`config.mk`:
```
export PLATFORM = sky130hd
export DESIGN_NAME = drc_read_handler
export DESIGN_NICKNAME = d
export VERILOG_FILES = /design/src/logic/drc_pkg.sv /design/src/logic/drc_read_handler.sv /design/src/logic/drc_tx_shift.sv
export VERILOG_INCLUDE_DIRS = /design/src /design/src/logic
export SDC_FILE = /design/constraint.sdc
export NUM_CORES = 1
export LEC_CHECK = 0
export CAP_MARGIN = 20
export CORE_MARGIN = 10
export CORE_UTILIZATION = 55
export DETAILED_ROUTE_END_ITERATION = 16
export DONT_BUFFER_PORTS = 1
export PLACE_DENSITY = 0.76
export SYNTH_ARGS = -nofsm -noshare
export SYNTH_HDL_FRONTEND = slang
export SYNTH_SLANG_ARGS = --single-unit
export TNS_END_PERCENT = 50
```
`constraint.sdc`:
```
create_clock -name aclk -period 2.3 [get_ports aclk]
set_input_delay 0.23 -clock aclk [delete_from_list [all_inputs] [get_ports aclk]]
set_output_delay 0.23 -clock aclk [all_outputs]
set_load 0.05 [all_outputs]
```
`src/logic/drc_defs.svh`:
```
// Offsets, opcodes, field positions, reset values and timing counts of the read handler
`ifndef DRC_DEFS_SVH
`define DRC_DEFS_SVH
// ----------------------------------------------------------------
// Opcodes
// ----------------------------------------------------------------
`define DRC_OP_RD_B_WS 8'h31
`define DRC_OP_RD_W_WS 8'h35
`define DRC_OP_RD_L_WS 8'h39
`define DRC_OP_SAME 8'h54
`define DRC_OP_SAME_WS 8'h55
`define DRC_OP_TRACE 8'h07
`define DRC_OP_STATUS 8'h2d
`define DRC_OP_PC 8'h01
`define DRC_OP_NOP 8'h00
// ----------------------------------------------------------------
// Data patterns
// ----------------------------------------------------------------
`define DRC_FAIL_BYTE 8'hee
`define DRC_NO_TRACE_BYTE 8'h00
// ----------------------------------------------------------------
// Register offsets and fields
// ----------------------------------------------------------------
`define DRC_CTRL_OFS 12'h000
`define DRC_FLAG_OFS 12'h004
`define DRC_ADDR_OFS 12'h008
`define DRC_CTRL_ACK_BIT 0
`define DRC_CTRL_KEEP_BIT 1
`define DRC_CTRL_RST 2'h0
`define DRC_FLAG_RST 3'h0
`define DRC_FLAG_ILLEGAL_COMMAND_FLAG_BIT 0
`define DRC_FLAG_NO_RESPONSE_FLAG_BIT 1
`define DRC_FLAG_ILLEGAL_ACCESS_FLAG_BIT 2
// ----------------------------------------------------------------
// Timing counts
// ----------------------------------------------------------------
`define DRC_TIMEOUT_CYC 8'hff
`endif

```
`src/logic/drc_pkg.sv`:
```
// Types shared by the read handler modules
package drc_pkg;
   // Handler sequence states
   typedef enum logic [2:0] {
      DRC_IDLE, DRC_ADDR, DRC_MEM, DRC_TB, DRC_PC, DRC_ACK, DRC_SEND
   } drc_state_t;
   // Operand size field
   typedef logic [1:0] drc_size_t;
   // Kind of read being served
   typedef enum logic [2:0] {
      DRC_K_MEM, DRC_K_TB, DRC_K_PC, DRC_K_STAT, DRC_K_BAD
   } drc_kind_t;
endpackage : drc_pkg

```
`src/logic/drc_read_handler.sv`:
```
// Read-type command handler of the background debug controller, with AXI4-Lite registers
// ----------------------------------------------------------------
// ----------------------------------------------------------------
//
// The AXI4-Lite slave port and the register addresses were chosen for this implementation.
`timescale 1ns/100ps
`include "drc_defs.svh"
module drc_read_handler (
   // Clock and reset
   input wire logic aclk,
   input wire logic aresetn,
   // AXI4-Lite register port
   input wire logic [11:0] s_axi_awaddr,
   input wire logic s_axi_awvalid,
   output logic s_axi_awready,
   input wire logic [31:0] s_axi_wdata,
   input wire logic [3:0] s_axi_wstrb,
   input wire logic s_axi_wvalid,
   output logic s_axi_wready,
   output logic [1:0] s_axi_bresp,
   output logic s_axi_bvalid,
   input wire logic s_axi_bready,
   input wire logic [11:0] s_axi_araddr,
   input wire logic s_axi_arvalid,
   output logic s_axi_arready,
   output logic [31:0] s_axi_rdata,
   output logic [1:0] s_axi_rresp,
   output logic s_axi_rvalid,
   input wire logic s_axi_rready,
   // Host byte stream from the link layer
   input wire logic cmd_valid,
   input wire logic rx_valid,
   input wire logic [7:0] rx_byte,
   input wire logic sync_seen,
   output logic ack_pulse,
   output logic tx_valid,
   output logic [7:0] tx_byte,
   input wire logic tx_ready,
   // Internal bus read port
   output logic mem_req,
   output logic [23:0] mem_addr,
   output drc_pkg::drc_size_t mem_size,
   input wire logic mem_done,
   input wire logic mem_err,
   input wire logic [31:0] mem_rdata,
   // Trace buffer port
   input wire logic tb_present,
   output logic tb_req,
   output logic tb_half,
   input wire logic tb_done,
   input wire logic [31:0] tb_data,
   // CPU state
   input wire logic active_debug_mode,
   input wire logic wait_for_interrupt_instr,
   input wire logic cpu_stopped,
   input wire logic external_wait_stall,
   input wire logic [23:0] pc_current,
   input wire logic [23:0] pc_next,
   input wire logic pc_wr,
   input wire logic [23:0] pc_wdata,
   // Upper status byte from the rest of the controller
   input wire logic [7:0] status_high
);
   import drc_pkg::*;

   // ----------------------------------------------------------------
   // Helpers
   // ----------------------------------------------------------------
   // Byte count of an operand size
   function automatic logic [2:0] size_bytes(input drc_size_t sz);
      size_bytes = (sz == 2'h0) ? 3'h1 : (sz == 2'h1) ? 3'h2 : 3'h4;
   endfunction : size_bytes

   // Push the low bytes of a word to the top
   function automatic logic [31:0] to_top(input logic [31:0] d, input drc_size_t sz);
      to_top = (sz == 2'h0) ? {d[7:0], 24'h0} : (sz == 2'h1) ? {d[15:0], 16'h0} : d;
   endfunction : to_top

   // ----------------------------------------------------------------
   // Registers and status
   // ----------------------------------------------------------------
   logic [1:0] ctrl; // Acknowledge enable, stop clock keep
   logic [2:0] flags; // Sticky illegal command, no response, illegal access
   logic [2:0] flag_set; // Events from the handler
   logic ack_enable;
   logic stop_clock_keep_bit;
   logic [7:0] debug_status_low_byte;
   logic [15:0] debug_control_status_reg;
   logic bvalid, rvalid;
   logic [1:0] bresp, rresp;
   logic [31:0] rdata;
   logic [1:0] next_ctrl;
   logic [2:0] next_flags;
   logic next_bvalid, next_rvalid;
   logic [1:0] next_bresp, next_rresp;
   logic [31:0] next_rdata;
   logic wr_go, rd_go;

   assign ack_enable = ctrl[`DRC_CTRL_ACK_BIT];
   assign stop_clock_keep_bit = ctrl[`DRC_CTRL_KEEP_BIT];
   assign debug_status_low_byte = {ack_enable, stop_clock_keep_bit, active_debug_mode,
                                   2'h0, flags};
   assign debug_control_status_reg = {status_high, debug_status_low_byte};

   // Write takes address and data together, read one at a time
   assign wr_go = s_axi_awvalid && s_axi_wvalid && !bvalid;
   assign rd_go = s_axi_arvalid && !rvalid;
   assign s_axi_awready = wr_go;
   assign s_axi_wready = wr_go;
   assign s_axi_arready = rd_go;
   assign s_axi_bvalid = bvalid;
   assign s_axi_bresp = bresp;
   assign s_axi_rvalid = rvalid;
   assign s_axi_rresp = rresp;
   assign s_axi_rdata = rdata;

   // Next register values: decode, write-one-to-clear, set beats clear
   always_comb begin
      next_ctrl = ctrl;
      next_flags = flags | flag_set;
      next_bvalid = bvalid && !s_axi_bready;
      next_bresp = bresp;
      next_rvalid = rvalid && !s_axi_rready;
      next_rresp = rresp;
      next_rdata = rdata;
      if (wr_go) begin
         next_bvalid = 1'b1;
         next_bresp = 2'h0;
         if (s_axi_awaddr == `DRC_CTRL_OFS) begin
            if (s_axi_wstrb[0]) next_ctrl = s_axi_wdata[1:0];
         end else if (s_axi_awaddr == `DRC_FLAG_OFS) begin
            if (s_axi_wstrb[0]) next_flags = (flags & ~s_axi_wdata[2:0]) | flag_set;
         end else if (s_axi_awaddr != `DRC_ADDR_OFS) begin
            next_bresp = 2'h3;
         end
      end
      if (rd_go) begin
         next_rvalid = 1'b1;
         next_rresp = 2'h0;
         if (s_axi_araddr == `DRC_CTRL_OFS) begin
            next_rdata = {30'h0, ctrl};
         end else if (s_axi_araddr == `DRC_FLAG_OFS) begin
            next_rdata = {16'h0, debug_control_status_reg};
         end else if (s_axi_araddr == `DRC_ADDR_OFS) begin
            next_rdata = {8'h0, mem_addr};
         end else begin
            next_rdata = 32'h0;
            next_rresp = 2'h3;
         end
      end
   end

   // Register the bus slave state
   always_ff @(posedge aclk) begin
      if (!aresetn) begin
         ctrl <= `DRC_CTRL_RST;
         flags <= `DRC_FLAG_RST;
         bvalid <= 1'b0;
         bresp <= 2'h0;
         rvalid <= 1'b0;
         rresp <= 2'h0;
         rdata <= 32'h0;
      end else begin
         ctrl <= next_ctrl;
         flags <= next_flags;
         bvalid <= next_bvalid;
         bresp <= next_bresp;
         rvalid <= next_rvalid;
         rresp <= next_rresp;
         rdata <= next_rdata;
      end
   end

   // ----------------------------------------------------------------
   // Command sequencer
   // ----------------------------------------------------------------
   drc_state_t state, next_state;
   drc_kind_t kind, next_kind;
   drc_size_t size, next_size;
   logic [23:0] addr, next_addr; // Stored read address pointer
   logic [1:0] abytes, next_abytes; // Address bytes received
   logic with_st, next_with_st;
   logic rpt_ok, next_rpt_ok; // Repeat-read allowed now
   logic half, next_half; // Second trace longword
   logic [7:0] tmo, next_tmo; // Access timeout count
   logic [31:0] data, next_data;
   logic [23:0] pc_shadow, next_pc_shadow;
   logic pc_held, next_pc_held;
   logic load;
   logic [39:0] load_data;
   logic [2:0] load_cnt;
   logic busy;
   logic pc_stall;
   logic expired;

   assign mem_req = (state == DRC_MEM);
   assign mem_addr = addr;
   assign mem_size = size;
   assign tb_req = (state == DRC_TB);
   assign tb_half = half;
   assign ack_pulse = (state == DRC_ACK) && ack_enable && (kind != DRC_K_STAT)
                      && (kind != DRC_K_BAD);
   assign pc_stall = wait_for_interrupt_instr || external_wait_stall
                     || (cpu_stopped && !stop_clock_keep_bit);
   assign expired = (tmo == `DRC_TIMEOUT_CYC);
   assign load = (state == DRC_ACK);

   // Bytes handed to the sender: optional status byte, then data
   always_comb begin
      load_data = 40'h0;
      load_cnt = 3'h0;
      case (kind)
         DRC_K_MEM, DRC_K_BAD: begin
            if (with_st) begin
               load_data = {debug_status_low_byte, to_top(data, size)};
               load_cnt = size_bytes(size) + 3'h1;
            end else begin
               load_data = {to_top(data, size), 8'h00};
               load_cnt = size_bytes(size);
            end
         end
         DRC_K_TB: begin
            load_data = {data, 8'h00};
            load_cnt = 3'h4;
         end
         DRC_K_PC: begin
            load_data = {data[23:0], 16'h0};
            load_cnt = 3'h3;
         end
         default: begin
            load_data = {debug_control_status_reg, 24'h0};
            load_cnt = 3'h2;
         end
      endcase
   end

   // Next sequencer state
   always_comb begin
      next_state = state;
      next_kind = kind;
      next_size = size;
      next_addr = addr;
      next_abytes = abytes;
      next_with_st = with_st;
      next_rpt_ok = rpt_ok;
      next_half = half;
      next_tmo = 8'h00;
      next_data = data;
      next_pc_shadow = pc_shadow;
      next_pc_held = pc_held && active_debug_mode;
      flag_set = 3'h0;
      if (pc_wr && active_debug_mode) begin
         next_pc_shadow = pc_wdata;
         next_pc_held = 1'b1;
      end
      if (sync_seen) next_rpt_ok = 1'b1;
      case (state)
         DRC_IDLE: begin
            next_half = 1'b0;
            if (cmd_valid) begin
               next_rpt_ok = 1'b0;
               if (rx_byte == `DRC_OP_NOP) begin
                  next_rpt_ok = rpt_ok;
               end else if (rx_byte[7:4] == 4'h3 && rx_byte[1] == 1'b0
                            && rx_byte[3:2] != 2'h3) begin
                  next_kind = DRC_K_MEM;
                  next_size = rx_byte[3:2];
                  next_with_st = rx_byte[0];
                  next_abytes = 2'h0;
                  next_state = DRC_ADDR;
               end else if (rx_byte == `DRC_OP_SAME || rx_byte == `DRC_OP_SAME_WS) begin
                  next_with_st = rx_byte[0];
                  if (rpt_ok) begin
                     next_kind = DRC_K_MEM;
                     next_state = DRC_MEM;
                  end else begin
                     next_kind = DRC_K_BAD;
                     next_data = {4{`DRC_FAIL_BYTE}};
                     flag_set[`DRC_FLAG_ILLEGAL_COMMAND_FLAG_BIT] = 1'b1;
                     next_state = DRC_ACK;
                  end
               end else if (rx_byte == `DRC_OP_STATUS) begin
                  next_kind = DRC_K_STAT;
                  next_state = DRC_ACK;
               end else if (rx_byte == `DRC_OP_TRACE) begin
                  next_kind = DRC_K_TB;
                  next_data = {4{`DRC_NO_TRACE_BYTE}};
                  next_state = tb_present ? DRC_TB : DRC_ACK;
               end else if (rx_byte == `DRC_OP_PC) begin
                  next_kind = DRC_K_PC;
                  next_state = DRC_PC;
               end
            end
         end
         DRC_ADDR: begin
            if (rx_valid) begin
               next_addr = {addr[15:0], rx_byte};
               next_abytes = abytes + 2'h1;
               if (abytes == 2'h2) begin
                  // Align longword reads before the access starts so the bus never sees their low bits
                  if (size == 2'h2) next_addr[1:0] = 2'h0;
                  next_state = DRC_MEM;
               end
            end
         end
         DRC_MEM: begin
            if (size == 2'h2) next_addr = {addr[23:2], 2'h0};
            next_tmo = tmo + 8'h01;
            if (mem_done) begin
               next_data = mem_err ? {4{`DRC_FAIL_BYTE}} : mem_rdata;
               flag_set[`DRC_FLAG_ILLEGAL_ACCESS_FLAG_BIT] = mem_err;
               next_rpt_ok = 1'b1;
               next_state = DRC_ACK;
            end else if (expired) begin
               next_data = {4{`DRC_FAIL_BYTE}};
               flag_set[`DRC_FLAG_NO_RESPONSE_FLAG_BIT] = 1'b1;
               next_rpt_ok = 1'b1;
               next_state = DRC_ACK;
            end
         end
         DRC_TB: begin
            next_tmo = tmo + 8'h01;
            if (tb_done) begin
               next_data = tb_data;
               next_state = DRC_ACK;
            end else if (expired) begin
               next_data = {4{`DRC_FAIL_BYTE}};
               flag_set[`DRC_FLAG_NO_RESPONSE_FLAG_BIT] = 1'b1;
               next_state = DRC_ACK;
            end
         end
         DRC_PC: begin
            next_tmo = tmo + 8'h01;
            if (!pc_stall) begin
               if (active_debug_mode) begin
                  next_data = {8'h0, pc_held ? pc_shadow : pc_next};
               end else if (cpu_stopped) begin
                  next_data = {8'h0, pc_next};
               end else begin
                  next_data = {8'h0, pc_current};
               end
               next_state = DRC_ACK;
            end else if (expired) begin
               next_data = {4{`DRC_FAIL_BYTE}};
               flag_set[`DRC_FLAG_NO_RESPONSE_FLAG_BIT] = 1'b1;
               next_state = DRC_ACK;
            end
         end
         DRC_ACK: begin
            next_state = DRC_SEND;
         end
         default: begin
            if (!busy) begin
               if (kind == DRC_K_TB && !half) begin
                  next_half = 1'b1;
                  next_state = tb_present ? DRC_TB : DRC_ACK;
               end else begin
                  next_state = DRC_IDLE;
               end
            end
         end
      endcase
   end

   // Register the sequencer state
   always_ff @(posedge aclk) begin
      if (!aresetn) begin
         state <= DRC_IDLE;
         kind <= DRC_K_MEM;
         size <= 2'h0;
         addr <= 24'h0;
         abytes <= 2'h0;
         with_st <= 1'b0;
         rpt_ok <= 1'b0;
         half <= 1'b0;
         tmo <= 8'h00;
         data <= 32'h0;
         pc_shadow <= 24'h0;
         pc_held <= 1'b0;
      end else begin
         state <= next_state;
         kind <= next_kind;
         size <= next_size;
         addr <= next_addr;
         abytes <= next_abytes;
         with_st <= next_with_st;
         rpt_ok <= next_rpt_ok;
         half <= next_half;
         tmo <= next_tmo;
         data <= next_data;
         pc_shadow <= next_pc_shadow;
         pc_held <= next_pc_held;
      end
   end

   // Byte sender toward the link
   drc_tx_shift drc_tx_shift_i (
      .aclk(aclk),
      .aresetn(aresetn),
      .load(load),
      .load_data(load_data),
      .load_cnt(load_cnt),
      .busy(busy),
      .tx_valid(tx_valid),
      .tx_byte(tx_byte),
      .tx_ready(tx_ready)
   );
endmodule : drc_read_handler

```
`src/logic/drc_tx_shift.sv`:
```
// Byte sender that plays out up to five loaded bytes, first byte from the top
`timescale 1ns/100ps
module drc_tx_shift (
   // Clock and reset
   input wire logic aclk,
   input wire logic aresetn,
   // Load side
   input wire logic load,
   input wire logic [39:0] load_data,
   input wire logic [2:0] load_cnt,
   output logic busy,
   // Byte side toward the link serializer
   output logic tx_valid,
   output logic [7:0] tx_byte,
   input wire logic tx_ready
);
   // ----------------------------------------------------------------
   // Shift state
   // ----------------------------------------------------------------
   logic [39:0] sreg; // Bytes still to go, next on top
   logic [2:0] cnt; // Bytes still to go
   logic [39:0] next_sreg;
   logic [2:0] next_cnt;

   // Handshake outputs follow the count directly
   assign busy = (cnt != 3'h0);
   assign tx_valid = busy;
   assign tx_byte = sreg[39:32];

   // Next shift state: load wins, else move one byte per accepted handshake
   always_comb begin
      next_sreg = sreg;
      next_cnt = cnt;
      if (load) begin
         next_sreg = load_data;
         next_cnt = load_cnt;
      end else if (busy && tx_ready) begin
         next_sreg = {sreg[31:0], 8'h00};
         next_cnt = cnt - 3'h1;
      end
   end

   // Register the shift state
   always_ff @(posedge aclk) begin
      if (!aresetn) begin
         sreg <= 40'h0000000000;
         cnt <= 3'h0;
      end else begin
         sreg <= next_sreg;
         cnt <= next_cnt;
      end
   end
endmodule : drc_tx_shift

```
==> results of run 1 <==
==> report_power, final <==
part | switching (W) | internal, W | total (W)
Clock | 0.00133 | 0.00165 | 0.00298
Sequential | 0.0000592 | 0.00313 | 0.00319
Combinational | 0.000581 | 0.000327 | 0.000908
==> placed cells by master, fill, tap and decap left out, types with 7 or more instances in the layout <==
| cell type | Yosys | layout |
|---|---|---|
| nor2_1 | 51 | 51 |
| a22oi_1 | 17 | 17 |
| buf_4 | 19 | 67 |
| nand2b_1 | 10 | 10 |
| o21a_1 | 10 | 10 |
| a31oi_1 | 17 | 17 |
| nor3_1 | 13 | 13 |
| dfxtp_1 | 178 | 178 |
| and2_1 | 14 | 14 |
| a211oi_1 | 14 | 14 |
| nor4_1 | 8 | 8 |
| clkbuf_16 | 0 | 17 |
| conb_1 | 1 | 8 |
| nand3_1 | 40 | 40 |
| a221oi_1 | 22 | 22 |
| o211ai_1 | 16 | 16 |
| nor2b_1 | 13 | 13 |
| inv_1 | 19 | 19 |
| dlygate4sd3_1 | 0 | 44 |
| o31a_1 | 7 | 7 |
| a222oi_1 | 24 | 24 |
| mux2i_1 | 41 | 41 |
| nand2_1 | 223 | 223 |
| o22ai_1 | 12 | 12 |
| a21oi_1 | 128 | 128 |
| mux2_2 | 23 | 23 |
| o21ai_0 | 71 | 71 |
| a311oi_1 | 19 | 19 |
| a32oi_1 | 13 | 13 |
| and3_1 | 12 | 12 |
| a41oi_1 | 16 | 16 |
==> worst paths after layout <==
kind | to | startpoint | slack [ps] | cells after the start
hold reg to reg | pc_shadow[2] | pc_shadow[2] | 460 | 2
setup reg to reg | mem_addr[18] | state[0] | 180 | 6
hold / removal | data[25] | tb_data[25] | 6 | 2
setup / recovery | ack_pulse | state[2] | 160 | 6
==> area by class of cell <==
type | count | area share [%]
Antenna cell | 3 | 0.0667
Clock buffer | 19 | 3.93
Clock inverter | 13 | 1.36
Inverter | 20 | 0.689
Multi-Input combinational cell | 930 | 50.4
Sequential cell | 178 | 31.6
Tap cell | 225 | 2.50
Timing Repair Buffer | 117 | 9.44
==> layer usage <==
metal	vias to the layer above	global-route usage (%)	wire (um)
met5	-	0	0
met2	764	46.6	17300
met3	111	10.5	5150
li1	4652	-	-
met1	4788	36.1	13600
met4	0	9.76	1310
==> Yosys cell counts, drive strengths merged, types with 17 or more instances <==
| master | instances | area share, % |
|---|---|---|
| inv | 20 | 0.76 |
| nor2 | 51 | 1.9 |
| a221oi | 22 | 2.0 |
| nand2 | 223 | 8.5 |
| a222oi | 24 | 2.4 |
| a22oi | 17 | 1.3 |
| clkbuf | 101 | 3.8 |
| a31oi | 17 | 1.1 |
| mux2i | 41 | 4.2 |
| nand3 | 40 | 2.0 |
| buf | 35 | 2.2 |
| o21ai | 72 | 3.6 |
| a21oi | 128 | 6.5 |
| a311oi | 19 | 1.7 |
| mux2 | 23 | 2.6 |
| dfxtp | 178 | 36 |
==> per-stage QoR <==
| stage | utilization [%] | setup WS [ps] | hold slack [ps] |
|---|---|---|---|
| floorplan | - | 154 | 331 |
| global placement | 58.3 | 226 | 333 |
| detailed placement | 58.3 | 185 | 338 |
| CTS | 64.4 | 164 | 0.0644 |
| global route | 64.4 | 17.5 | 11.6 |
| finish | 64.4 | 162 | 5.62 |
==> sequential cells by signal, indices dropped and copies added, names as in the netlist, 2 cells and up <==
register / flops
drc_tx_shift_i.sreg: 40
data: 32
mem_addr: 24
pc_shadow: 24
s_axi_rdata: 24
tmo: 8
drc_tx_shift_i.cnt: 3
flags: 3
kind: 3
state: 3
abytes: 2
ctrl: 2
mem_size: 2
==> worst max-delay path: cells and delay by family (launching register included) <==
| kind | cells | cell delay, ps |
|---|---|---|
| AOI/OAI and AO/OA | 1 | 280 |
| buffers and inverters | 4 | 600 |
| DFF | 1 | 490 |
| and+or+nand+nor | 1 | 90 |
==> cells by family (layout without fill, tap and decap cells) <==
| group | Yosys count | in the layout | synth area share [%] |
|---|---|---|---|
| AOI/OAI and AO/OA | 424 | 424 | 29.2 |
| and+or+nand+nor | 422 | 422 | 19.8 |
| DFF | 178 | 178 | 36.1 |
| buffers and inverters | 156 | 169 | 6.82 |
| muxes | 64 | 64 | 6.78 |
| xor gates and xnor gates | 8 | 8 | 0.710 |
| adders and majority gates | 4 | 4 | 0.507 |
| other | 1 | 11 | 0.0380 |
==> what timing repair did <==
item / in CTS / in global routing
hold endpoints to repair: 76 / 0
endpoints found under the setup margin: 0 / 0
hold buffers: 45 / 0
==> impl_metrics.tcl, run 1 <==
set metrics [dict create \
    status "complete, no violations" \
    p_total_w 0.00708 \
    tns_ps 0 \
    rows 48 \
    root_buffer "clkbuf_16" \
    period_needed_ps 2140 \
    ys_ff_latch 178 \
    avgSynthCellArea_sq_um 7.85 \
    n_fill_cell 1460 \
    maxCapViolations 0 \
    place.gp.congestion 0.990 \
    routed-via-count 10300 \
    fin_crit_sh_pct 93.0 \
    grt_max_degree 62 \
    finalHoldViolCount 0 \
    vias_per_cell 6.85 \
    io_buffers 0 \
    ant_nets 0 \
    maxSlewHeadroom_pct 41.7 \
    die_h_um 154 \
    async_flop_share_pct 0 \
    cts_tree "yes" \
    htreeDepth 4 \
    slowest_stage "dfxtp_1" \
    track_usage_pct 29.4 \
    first_pass_iters 9 \
    drt-initial-drc-count 1790 \
    synth-main-ff-cell "dfxtp_1" \
    start_util_pct 56.5 \
    vdd_ir_drop_max_mv 0.557 \
    ys_seq_area_share_pct 36.1 \
    post_dp_cell_area_sq_um 10200 \
    rsz0062_at_grt "false" \
    tightestPinTransition_ps 872 \
    cts.sinks 178 \
    routedWlPerCell_um 24.8 \
    cts_resized 0 \
    worstPathMaxFanout 12 \
    num_io_pins 312 \
    netlist_area_sq_um 9870 \
    setup_viol 0 \
    grt_pass1_vias 9667 \
    critPathKind "reg2out" \
    start_kind "flop" \
    post_cts_buffers 0 \
    antenna_found_initial 2 \
    clk_pin_slew_ps 70 \
    grt_pass1_wl_um 56700 \
    nets 1500 \
    overflow 0 \
    endpoint_kind "primary output" \
    synth_cells 1257 \
    finalClockSkew_ps 8.86 \
    synth_cell_types 69 \
    worstPathArrival_ps 1910 \
    regArea_sq_um 3560 \
    clock_latency_ps 440 \
    die_w_um 154 \
    finalInstanceArea_sq_um 11300 \
    layoutNonFillerInstCount 1505 \
    drc 0 \
    p_leak_nw 3.80 \
    worst_ep_required_time_ps 2070 \
    hold_class "in2reg" \
    multiInputGateArea_sq_um 5670 \
    die-area_sq_um 23700 \
    core_sq_um 17500 \
    routed_wl_um 37300 \
    area_growth_pct 14.1 \
    post-dp-hpwl_um 26400 \
    critPathMaxStageDelay_ps 490 \
    yosys_warnings 0 \
    cts_buffer_depth 2 \
    finalMaxSlewViolations 0 \
    crit_top_cell "buf_4" \
    crit_chain "buf_4, inv_1, nor2_1, buf_4, o2111a_1, buf_12" \
    cts_buffers 17 \
    dpl.cell_count 1425 \
    power_density_nw_per_um2 628 \
    timing.fmax_ghz 0.468 \
    drive_gt1_share_pct 10.9 \
    synth_edf_count 0 \
]
Power figures use the tool's default switching activity.
==> run 2, diff against run 1 <==
--- a/config.mk
+++ b/config.mk
@@ -12,7 +12,9 @@
 export DETAILED_ROUTE_END_ITERATION = 16
 export DONT_BUFFER_PORTS = 1
 export PLACE_DENSITY = 0.76
+export REMOVE_ABC_BUFFERS = 1
 export SYNTH_ARGS = -nofsm -noshare
 export SYNTH_HDL_FRONTEND = slang
+export SYNTH_HIERARCHICAL = 1
 export SYNTH_SLANG_ARGS = --single-unit
 export TNS_END_PERCENT = 50
==> constraint.sdc (replaced) <==
create_clock -name aclk -period 2.1 [get_ports aclk]
set_input_delay 0.21 -clock aclk [delete_from_list [all_inputs] [get_ports aclk]]
set_output_delay 0.21 -clock aclk [all_outputs]
set_load 0.05 [all_outputs]
==> run 2 against run 1 <==
Against the previous run:
- total power rose by 30%
- synthesized area rose by 4.0%
- non-clock buffer count rose by 5
- flip-flop and latch count did not move
- clock power rose by 17%
- sequential share of layout area fell by 1.3 points
- synthesized cell count rose by 2.5%
- critical path type is now reg2reg
==> impl_metrics.tcl, run 2 <==
set metrics [dict create \
    status "complete, no violations" \
    yosysTopAreaCell "dfxtp_1" \
    core_sq_um 18100 \
    die_h_um 157 \
    hold_class "in2reg" \
    path_delay_family "compound AO/OA/AOI/OAI gates" \
    synth_edf_count 0 \
    worstPathArrival_ps 2380 \
    grt_pass1_wl_um 53400 \
    cts_buffers 17 \
    regArea_sq_um 3570 \
    drt-initial-drc-count 1163 \
    async_flop_share_pct 0 \
    mostFrequentLayoutCell "dfxtp_1" \
    synth_common_cells "dfxtp_1, nand2_1, nor2_1" \
    clkPwrFrac_pct 37.9 \
    p_int_w 0.00623 \
    n_fill_cell 1514 \
    htreeDepth 4 \
    io_buffers 0 \
    maxSlewHeadroom_pct 40.7 \
    endpoint_kind "flop" \
    vdd_ir_drop_max_mv 0.823 \
    rsz0062_at_grt "false" \
    whs_endpoint "data[13]" \
    multiInputGateArea_sq_um 5970 \
    synth_cell_types 80 \
    rr_endpoint "kind[1]" \
    synthTopCellsByArea "dfxtp_1, nand2_1, a211oi_1, a21oi_1, mux2i_1" \
    overflow 0 \
    finalHoldViolCount 0 \
    antenna_found_initial 2 \
    vias_per_cell 6.68 \
    clk_pin_slew_ps 70 \
    yosysTopAreaCellShare_pct 34.7 \
    crit_chain "buf_4, or3_1, a211o_1, a31oi_1, mux2i_1" \
    p_total_w 0.00920 \
    ys_seq_area_share_pct 34.7 \
    place.gp.congestion 0.953 \
    p_leak_nw 4.44 \
    start_util_pct 56.6 \
    hold_start "aresetn" \
    die_w_um 157 \
    tightestPinTransition_ps 886 \
    first_pass_iters 6 \
    post_cts_buffers 0 \
    power_density_nw_per_um2 783 \
    reg_top3 "drc_tx_shift_i/sreg x40, data x32" \
    period_needed_ps 2030 \
    worstRegToRegCells 5 \
    crit_buf_inv 1 \
    grt_max_degree 88 \
    die-area_sq_um 24500 \
    worstPathMaxFanout 12 \
    maxCapViolations 0 \
    synth.most_common_cell "dfxtp_1" \
    seqPwrFrac_pct 39.6 \
    grt_pass1_vias 9462 \
    ys_ff_latch 178 \
    rows 49 \
    post-dp-hpwl_um 23900 \
    start_kind "flop" \
    comb_power_share_pct 22.5 \
    power.switching_w 0.00297 \
    slowest_stage "or3_1" \
    routed_wl_um 34600 \
    finalInstanceArea_sq_um 11700 \
    timing.fmax_ghz 0.493 \
    post_dp_cell_area_sq_um 10500 \
    finalClockSkew_ps 11.9 \
    drive_gt1_share_pct 10.0 \
    fin_crit_sh_pct 96.5 \
    cts_tree "yes" \
    routedWlPerCell_um 22.5 \
    drc 0 \
    yosys_warnings 6 \
    routed-via-count 10300 \
    ant_nets 0 \
    cp.depth 5 \
    setup_viol 0 \
    avgSynthCellArea_sq_um 7.96 \
    rrSetupSlack_ps 70 \
    largest_register "drc_tx_shift_i/sreg" \
    cts_buffer_depth 2 \
    synth_cells 1289 \
    root_buffer "clkbuf_16" \
    finalMaxSlewViolations 0 \
    clock_latency_ps 430 \
    critPathKind "reg2reg" \
    largest_register_ffs 40 \
    track_usage_pct 27.0 \
    num_io_pins 312 \
    r2r_start "state[0]" \
    sw_frac_of_total_pct 32.3 \
    synth-main-ff-cell "dfxtp_1" \
    min_path_cells 2 \
    final_cell_mix "dfxtp_1, nand2_1, a21oi_1, nor2_1, o21ai_0" \
    critPathMaxStageDelay_ps 460 \
    cts.sinks 178 \
    netlist_area_sq_um 10300 \
    nets 1533 \
    area_growth_pct 14.4 \
    worst_ep_required_time_ps 2450 \
]
## run 2: cell count changes after synthesis, sizes merged, moves of 18 or more
cell	before	now
a311oi	19	1
a2bb2oi	0	24
nor2b	13	34
a222oi	24	6
nand2	223	152
a21oi	128	97
nor2	51	98
a211oi	15	71
clkbuf	101	78
a211o	0	27
mux2	23	1
a21o	0	20
buf	35	62
## run 2: worst max path at each step
stage                              endpoint  slack, ps        start
CTS                               ack_pulse         20     state[2]
finish                              kind[1]         70     state[0]
detailed placement  drc_tx_shift_i/sreg[38]        -40      kind[0]
global route                        kind[1]          4     state[0]
floorplan           drc_tx_shift_i/sreg[16]       -940  mem_size[1]
global placement    drc_tx_shift_i/sreg[38]         10      kind[0]
## run 2: per-layer routing
| metal | vias to the layer above | track usage [%] | wire length, um |
|---|---|---|---|
| met3 | 91 | 8.17 | 3580 |
| met2 | 586 | 42.2 | 15900 |
| li1 | 4789 | - | - |
| met4 | 0 | 11.8 | 1390 |
| met5 | - | 0 | 0 |
| met1 | 4825 | 33.6 | 13700 |
## run 2: cell families (layout without fill, tap and decap cells)
kind of cell             count (synthesis)  after routing  synth area share, %
AO/OA/AOI/OAI                          501            501                 34.1
AND/OR/NAND/NOR                        399            399                 18.5
flip-flops                             178            178                 34.7
buffers and inverters                  158            171                 7.63
multiplexers                            41             41                 4.01
XOR/XNOR                                 7              7                0.597
adder cells (fa/ha/maj)                  4              4                0.488
other                                    1             11               0.0365
## run 2: power by group through the flow
stage	Clock (W)	Combinational (W)	Sequential [W]
global route	0.00367	0.00223	0.00367
CTS	0.00352	0.00206	0.00365
global placement	0	0.00193	0.00371
floorplan	0	0.00109	0.00402
finish	0.00348	0.00207	0.00364
detailed placement	0	0.00194	0.00372
## run 2: repair_timing
item | 4_1_cts | 5_1_grt
hold buffers | 53 | 0
setup endpoints to repair | 4 | 25
gates resized for setup | 6 | 10
endpoints found under the hold margin | 97 | 0
gates cloned | 0 | 1
## run 2: area by class of cell
class	count	share of cell area [%]
antenna	3	0.0639
tap	229	2.44
clock buffer	17	3.62
clock inverter	14	1.89
timing repair buffer	122	10.2
sequential	178	30.4
inverter	18	0.618
multi-input combinational	960	50.8
## run 2: metrics by stage
stage / util [%] / setup TNS (ps) / instances / worst slack (ps) / hold slack [ps]
detailed placement: 57.8 / -41.8 / 1453 / -41.8 / 353
CTS: 64.4 / 0 / 1537 / 21.2 / 0.00230
global route: 64.7 / 0 / 1540 / 3.90 / 8.13
finish: 64.7 / 0 / 1541 / 73.4 / 19.8
floorplan: - / -31580 / 1156 / -945 / 343
global placement: 57.8 / 0 / 1453 / 11.5 / 348
